$ cat config.mk
export PLATFORM = sky130hd
export DESIGN_NAME = scr_regs
export DESIGN_NICKNAME = d
export VERILOG_FILES = /design/src/rtl/scr_pkg.sv /design/src/rtl/scr_regs.sv /design/src/rtl/scr_mon_decode.sv /design/src/rtl/scr_cal_count.sv
export SDC_FILE = /design/constraint.sdc
export NUM_CORES = 1
export LEC_CHECK = 0
export ABC_CLOCK_PERIOD_IN_PS = 1250
export BUFFER_PORTS_ARGS = -buffer_cell sky130_fd_sc_hd__buf_2
export CAP_MARGIN = 20
export CORE_MARGIN = 2
export CORE_UTILIZATION = 49
export CTS_BUF_LIST = sky130_fd_sc_hd__clkbuf_8
export DETAILED_ROUTE_END_ITERATION = 7
export HOLD_SLACK_MARGIN = 0.02
export MAX_ROUTING_LAYER = met4
export PLACE_DENSITY_LB_ADDON = 0.3
export SETUP_SLACK_MARGIN = 0.4
export SYNTH_ARGS = -nofsm -noshare
export SYNTH_HDL_FRONTEND = slang
export SYNTH_SLANG_ARGS = --single-unit
$ cat constraint.sdc
create_clock -name core_clk -period 1.25 [get_ports core_clk]
set_input_delay 0.125 -clock core_clk [delete_from_list [all_inputs] [get_ports core_clk]]
set_output_delay 0.125 -clock core_clk [all_outputs]
set_load 0.03 [all_outputs]
$ cat src/rtl/scr_pkg.sv
package scr_pkg;
    // ****************************************************
    // register map
    // ****************************************************
    localparam logic [7:0] SCR_CTL_ADDR = 8'h09;
    localparam logic [7:0] SCR_RSV_ADDR = 8'h0a;
    localparam logic [7:0] SCR_OFS_LO_ADDR = 8'h0b;
    localparam logic [7:0] SCR_OFS_HI_ADDR = 8'h0c;
    localparam logic [7:0] SCR_CTL_RESET = 8'h10;
    localparam logic [7:0] SCR_OFS_RESET = 8'h00;
    localparam logic [7:0] SCR_RSV_VALUE = 8'h00;
    // ****************************************************
    // system control fields
    // ****************************************************
    localparam int SCR_MON_MSB = 7;
    localparam int SCR_MON_LSB = 5;
    localparam int SCR_CAL_MSB = 4;
    localparam int SCR_CAL_LSB = 3;
    localparam int SCR_TMO_BIT = 2;
    localparam int SCR_CRC_BIT = 1;
    localparam int SCR_STAT_BIT = 0;
    localparam logic [2:0] SCR_MON_OFF = 3'h0;
    localparam logic [2:0] SCR_MON_MID = 3'h1;
    localparam logic [2:0] SCR_MON_TEMP = 3'h2;
    localparam logic [2:0] SCR_MON_ASUP = 3'h3;
    localparam logic [2:0] SCR_MON_DSUP = 3'h4;
    localparam logic [2:0] SCR_MON_BO02 = 3'h5;
    localparam logic [2:0] SCR_MON_BO1 = 3'h6;
    localparam logic [2:0] SCR_MON_BO10 = 3'h7;
    localparam logic [1:0] SCR_AMP_EN_ON = 2'h1;
    localparam logic [2:0] SCR_GAIN_ONE = 3'h0;
    localparam logic [2:0] SCR_GAIN_FOUR = 3'h2;

    typedef enum logic [1:0] {
        SCR_BO_OFF,
        SCR_BO_0U2,
        SCR_BO_1U,
        SCR_BO_10U
    } scr_burnout_t;

    // analog front-end steering derived from the monitor selection
    typedef struct packed {
        logic mid_short;
        logic temp_sense;
        logic asup_mon;
        logic dsup_mon;
        logic mux_open;
        logic gain_force_one;
        scr_burnout_t burnout;
    } scr_afe_ctl_t;

    // data path framing options
    typedef struct packed {
        logic [4:0] cal_samples;
        logic timeout_en;
        logic crc_en;
        logic status_byte_en;
    } scr_frame_ctl_t;
endpackage

$ cat src/rtl/scr_regs.sv
`timescale 1ns/1ns
// Operation
// RULE1: three-bit monitor select in bits 7:5, zero disables, zero at reset.
// RULE2: code 001 shorts amplifier inputs to mid-supply, user gain kept.
// RULE3: code 010 selects temperature sensor; host keeps amplifier enabled with 01.
// RULE4: code 011 analog supply over four, 100 digital supply over four.
// RULE5: codes 101, 110, 111 enable burn-out sources 0.2, 1, 10 uA.
// RULE6: supply monitors force gain one regardless of gain field.
// RULE7: mid-short, temperature and supply monitors open all input switches.
// RULE8: host keeps gain at four or below during temperature measurement.
// RULE9: bits 4:3 choose calibration averaging 1, 4, 8, 16; reset eight.
// RULE10: bit 2 enables serial timeout; cleared at reset.
// RULE11: bit 1 appends CRC over result plus status byte when enabled.
// RULE12: bit 0 sends status byte before result; cleared at reset.
// RULE13: byte at 0Ah reads zero; host writes only zero.
// RULE14: 0Bh holds offset calibration low byte, read/write, reset zero.
// RULE15: 0Ch holds offset calibration high byte, forming sixteen bits.
// RULE16: system control at 09h resets to 10h.
module scr_regs
    import scr_pkg::*;
(
    input wire logic core_clk, // 125 MHz clock
    input wire logic rst, // synchronous reset, high
    input wire logic [7:0] reg_addr, // register address
    input wire logic [7:0] reg_wdata, // write data
    input wire logic reg_wr, // write strobe
    input wire logic reg_rd, // read strobe
    output logic [7:0] reg_rdata, // read data, cycle after strobe
    input wire logic [2:0] gain_cfg, // user gain from gain register
    input wire logic [1:0] amplifier_enable, // amplifier enable field
    output scr_pkg::scr_afe_ctl_t afe_ctl, // analog steering
    output logic [2:0] gain_eff, // effective gain code
    output scr_pkg::scr_frame_ctl_t frame_ctl, // data framing options
    output logic [15:0] offset_calibration_value, // offset calibration
    output logic temp_cfg_err // temperature set-up outside limits
);
    import scr_pkg::*;

    // ****************************************************
    // storage
    // ****************************************************
    logic [7:0] system_control_config_q;
    logic [7:0] offset_cal_low_byte_q;
    logic [7:0] offset_cal_high_byte_q;
    logic [7:0] rdata_q;
    logic [2:0] system_monitor_select;
    logic [1:0] calibration_sample_count;
    logic [4:0] cal_samples;

    always_ff @(posedge core_clk) begin
        if (rst) begin
            system_control_config_q <= SCR_CTL_RESET; // RULE16 RULE1 RULE9 RULE10 RULE12
        end else if (reg_wr && reg_addr == SCR_CTL_ADDR) begin
            system_control_config_q <= reg_wdata;
        end
    end

    always_ff @(posedge core_clk) begin
        if (rst) begin
            offset_cal_low_byte_q <= SCR_OFS_RESET; // RULE14
        end else if (reg_wr && reg_addr == SCR_OFS_LO_ADDR) begin
            offset_cal_low_byte_q <= reg_wdata; // RULE14
        end
    end

    always_ff @(posedge core_clk) begin
        if (rst) begin
            offset_cal_high_byte_q <= SCR_OFS_RESET;
        end else if (reg_wr && reg_addr == SCR_OFS_HI_ADDR) begin
            offset_cal_high_byte_q <= reg_wdata; // RULE15
        end
    end

    // ****************************************************
    // read port
    // ****************************************************
    // writes to the reserved byte are dropped so it always reads zero
    always_ff @(posedge core_clk) begin
        if (rst) begin
            rdata_q <= 8'h00;
        end else if (reg_rd) begin
            unique case (reg_addr)
                SCR_CTL_ADDR: rdata_q <= system_control_config_q;
                SCR_RSV_ADDR: rdata_q <= SCR_RSV_VALUE; // RULE13
                SCR_OFS_LO_ADDR: rdata_q <= offset_cal_low_byte_q; // RULE14
                SCR_OFS_HI_ADDR: rdata_q <= offset_cal_high_byte_q; // RULE15
                default: rdata_q <= 8'h00;
            endcase
        end else begin
            rdata_q <= 8'h00;
        end
    end
    assign reg_rdata = rdata_q;

    // ****************************************************
    // field decode
    // ****************************************************
    assign system_monitor_select = system_control_config_q[SCR_MON_MSB:SCR_MON_LSB]; // RULE1
    assign calibration_sample_count = system_control_config_q[SCR_CAL_MSB:SCR_CAL_LSB]; // RULE9
    assign offset_calibration_value = {offset_cal_high_byte_q, offset_cal_low_byte_q}; // RULE15

    scr_mon_decode u_mon (
        .system_monitor_select(system_monitor_select),
        .gain_cfg(gain_cfg),
        .afe_ctl(afe_ctl),
        .gain_eff(gain_eff)
    );

    scr_cal_count u_cal (
        .calibration_sample_count(calibration_sample_count),
        .cal_samples(cal_samples)
    );

    always_comb begin
        frame_ctl.cal_samples = cal_samples; // RULE9
        frame_ctl.timeout_en = system_control_config_q[SCR_TMO_BIT]; // RULE10
        frame_ctl.crc_en = system_control_config_q[SCR_CRC_BIT]; // RULE11
        frame_ctl.status_byte_en = system_control_config_q[SCR_STAT_BIT]; // RULE12
    end

    // flags a host that breaks the temperature set-up; the block itself cannot enforce it
    assign temp_cfg_err = afe_ctl.temp_sense && (amplifier_enable != SCR_AMP_EN_ON || gain_cfg > SCR_GAIN_FOUR); // RULE3 RULE8
endmodule

$ cat src/rtl/scr_mon_decode.sv
`timescale 1ns/1ns
module scr_mon_decode
    import scr_pkg::*;
(
    input wire logic [2:0] system_monitor_select, // monitor code
    input wire logic [2:0] gain_cfg, // user gain code
    output scr_pkg::scr_afe_ctl_t afe_ctl, // steering
    output logic [2:0] gain_eff // gain code actually used
);
    always_comb begin
        afe_ctl = '0;
        unique case (system_monitor_select)
            SCR_MON_OFF: afe_ctl = '0;
            SCR_MON_MID: afe_ctl.mid_short = 1'b1; // RULE2
            SCR_MON_TEMP: afe_ctl.temp_sense = 1'b1; // RULE3
            SCR_MON_ASUP: afe_ctl.asup_mon = 1'b1; // RULE4
            SCR_MON_DSUP: afe_ctl.dsup_mon = 1'b1; // RULE4
            SCR_MON_BO02: afe_ctl.burnout = SCR_BO_0U2; // RULE5
            SCR_MON_BO1: afe_ctl.burnout = SCR_BO_1U; // RULE5
            SCR_MON_BO10: afe_ctl.burnout = SCR_BO_10U; // RULE5
        endcase
        afe_ctl.mux_open = afe_ctl.mid_short | afe_ctl.temp_sense | afe_ctl.asup_mon | afe_ctl.dsup_mon; // RULE7
        afe_ctl.gain_force_one = afe_ctl.asup_mon | afe_ctl.dsup_mon; // RULE6
    end

    // supply monitors override the user gain
    assign gain_eff = afe_ctl.gain_force_one ? SCR_GAIN_ONE : gain_cfg; // RULE6
endmodule

$ cat src/rtl/scr_cal_count.sv
`timescale 1ns/1ns
module scr_cal_count
    import scr_pkg::*;
(
    input wire logic [1:0] calibration_sample_count, // sample code
    output logic [4:0] cal_samples // samples averaged
);
    always_comb begin
        unique case (calibration_sample_count)
            2'h0: cal_samples = 5'h01; // RULE9
            2'h1: cal_samples = 5'h04;
            2'h2: cal_samples = 5'h08;
            2'h3: cal_samples = 5'h10;
        endcase
    end
endmodule

==> out/metrics.yaml <==
outcome: "finished with violations"
violations: "setup timing"
final_core_util: 0.9414
clock-sinks: 32
p_leak_nw: 1.319
die_y_um: 60.77
power.density_mw_per_mm2: 769.9
core_area_mm2: 0.003053
setup_viol: 13
yosysMostFrequentCell: "dfxtp_1"
cp-start-kind: "flop"
synth_ff_type: "dfxtp_1"
io_pins: 69
pwr-share-seq: 0.448
ant_nets: 0
cp-end-kind: "primary output"
clock_latency_ns: 0.30
tns_ns: -2.008
ys_ff_latch: 32
slew_violations: 0
synth_warnings: 0
yosysSeqAreaShare: 0.4057
holdWs_ns: 0.1689
clock-root-buffer: "clkbuf_8"
synth_cell_types: 29
netlist_instances: 154
ir_drop_mv: 1.111
fin_skew_ns: 0.008961
antenna_found_initial: 0
portBuffers: 67
critPathArrivalTime_ns: 1.41
num_antenna_cells: 0
wl_per_cell_um: 23.51
rr_endpoint: "reg_rdata[5]"
cp.required_ns: 1.12
gp_congestion: 0.7457
layout.nets: 272
cts_tree: "yes"
power_frac_comb: 0.104
clock.fmax_ghz: 0.6502
finalCriticalPeriod_ns: 1.538
fp.dieArea_mm2: 0.003692
rrSetupSlack_ns: -0.05
vias: 1674
hold_buffers: 0
fin_ws_ns: -0.2881
syn-num-nets: 179
grt_pass1_vias: 1708
power_frac_clock: 0.448
synthTopCellsByArea: "dfxtp_1 41%, mux2i_1 15%, nand2b_1 12%"
synth-edff-count: 0
synthArstFlopShare: 0
hold_violations: 0
syn-cell-area_mm2: 0.001579
clockBufferDepth: 2
rsz0062_at_grt: "true"
min_to: "system_control_config_q[4]"
drt_iter0_drc: 80
initial_utilization: 0.5172
relSlewSlack: 0.6559
p_switching_w: 0.0005342
grt_pass1_wl_um: 8155
p_int_w: 0.001679
grt_max_degree: 34
critical_path_class: "reg -> out"
fp-row-count: 20
whs_path_depth: 3
cp-startpoint: "system_control_config_q[5]"
hold_path_class: "in -> reg"
vias_per_cell: 5.733
synth_top_area_share: 0.4057
synth_top_cell_by_area: "dfxtp_1"
cts_buffers: 5
die_w_um: 60.77
dr.pass1.iters: 4
avgSynthCellArea_um2: 10.25
rr_worst_depth: 6
drcViolationCount: 0
dp_hpwl_um: 2895
synthTopCellsByCount: "32 x dfxtp_1, 31 x nand2b_1, 24 x mux2i_1"
area_growth_pct: 82.01
grt.overflow.total: 0
wirelength_um: 6865
worst_slew_pin_slew_ns: 0.5090
place_ws_ns: 0.004625
drive_gt1_frac: 0.7298
globalRouteTotalUtil: 0.3289
cap_viol_max_count: 0
period_share: 1.230
htreeDepth: 2
cts.clk_slew.worst_paths_ns: 0.07
cp_max_fo: 4
switching_share: 0.2414
worstHoldStart: "reg_wdata[4]"
r2r-start: "system_control_config_q[5]"
[cells in the final DEF (no fill, tap or decap), types with 2 or more instances in the layout]
cell	instances
nor2b_4	2
buf_2	22
and2_4	6
buf_12	2
nor2_1	10
a22oi_2	8
buf_4	15
mux2_4	7
clkbuf_8	5
dfxtp_2	18
buf_6	58
mux2i_1	22
nor3b_4	4
nand2b_1	31
dfxtp_4	14
nor2_4	4
[timing repair]
item / 4_1_cts / 5_1_grt
gates resized for setup: 136 / 28
pin swaps: 7 / 10
buffers inserted: 13 / 8
endpoints found under the setup margin: 69 / 75
[logic make-up (layout without fill, tap and decap cells)]
| kind of cell | Yosys count | after routing | synth area share |
|---|---|---|---|
| xor gates and xnor gates | 1 | 1 | 0.005548 |
| muxes | 32 | 32 | 0.2092 |
| DFF | 32 | 32 | 0.4057 |
| and+or+nand+nor | 66 | 66 | 0.2813 |
| buffers and inverters | 12 | 106 | 0.04833 |
| other | 1 | 1 | 0.002375 |
| AOI/OAI and AO/OA | 10 | 10 | 0.04755 |
[power groups by stage]
stage	sequential, W	clock (W)	combinational (W)
after CTS	0.000997	0.000977	0.000198
after detailed placement	0.00103	0	0.000178
after global placement	0.00103	0	0.000173
after floorplan	0.00103	0	0.000104
after global routing	0.000990	0.00105	0.000239
final	0.000991	0.000992	0.000230
[worst max-delay path, cell delays in order (launching register included)]
cell and delay [ns]:
dfxtp_4 0.37, and3b_2 0.25, nor2_4 0.18, and2_4 0.19, buf_6 0.12
[cell type report]
type,instances,area [um^2]
multi-input combinational,110,1074
timing repair buffer,97,915.9
sequential,32,715.7
fill,89,178.9
clock buffer,5,68.82
tap,44,55.05
clock inverter,3,38.79
inverter,1,6.256
[how the worst max path moves through the flow]
stage	endpoint	depth (start not counted)	slack, ns
2_1_floorplan	temp_cfg_err	3	-0.02
3_3_place_gp	gain_eff[0]	4	0.07
3_5_place_dp	gain_eff[1]	4	0.005
4_1_cts	gain_eff[2]	4	-0.18
5_1_grt	afe_ctl[2]	5	-0.31
6_report	gain_eff[0]	4	-0.29
[registers in the layout (all words and copies together), names as in the netlist]
name	count
offset_cal_high_byte_q	8
offset_cal_low_byte_q	8
reg_rdata	8
system_control_config_q	8
[stage by stage]
step / power, W / cell area [um^2] / cells
finish: 0.002213 / 2874 / 292
global route: 0.002283 / 2874 / 292
CTS: 0.002173 / 2691 / 284
detailed placement: 0.001207 / 2079 / 263
global placement: 0.001202 / 2079 / 263
floorplan: 0.001135 / 1692 / 154
[metal layers]
layer / wire length (um) / vias up / global-route usage
met1: 2393 / 818 / 0.3136
met3: 450 / 34 / 0.1045
met5: 0 / - / -
met2: 3671 / 107 / 0.5668
li1: - / 715 / -
met4: 350 / 0 / 0.2112
Note: power is estimated with default switching activity, not from simulation.
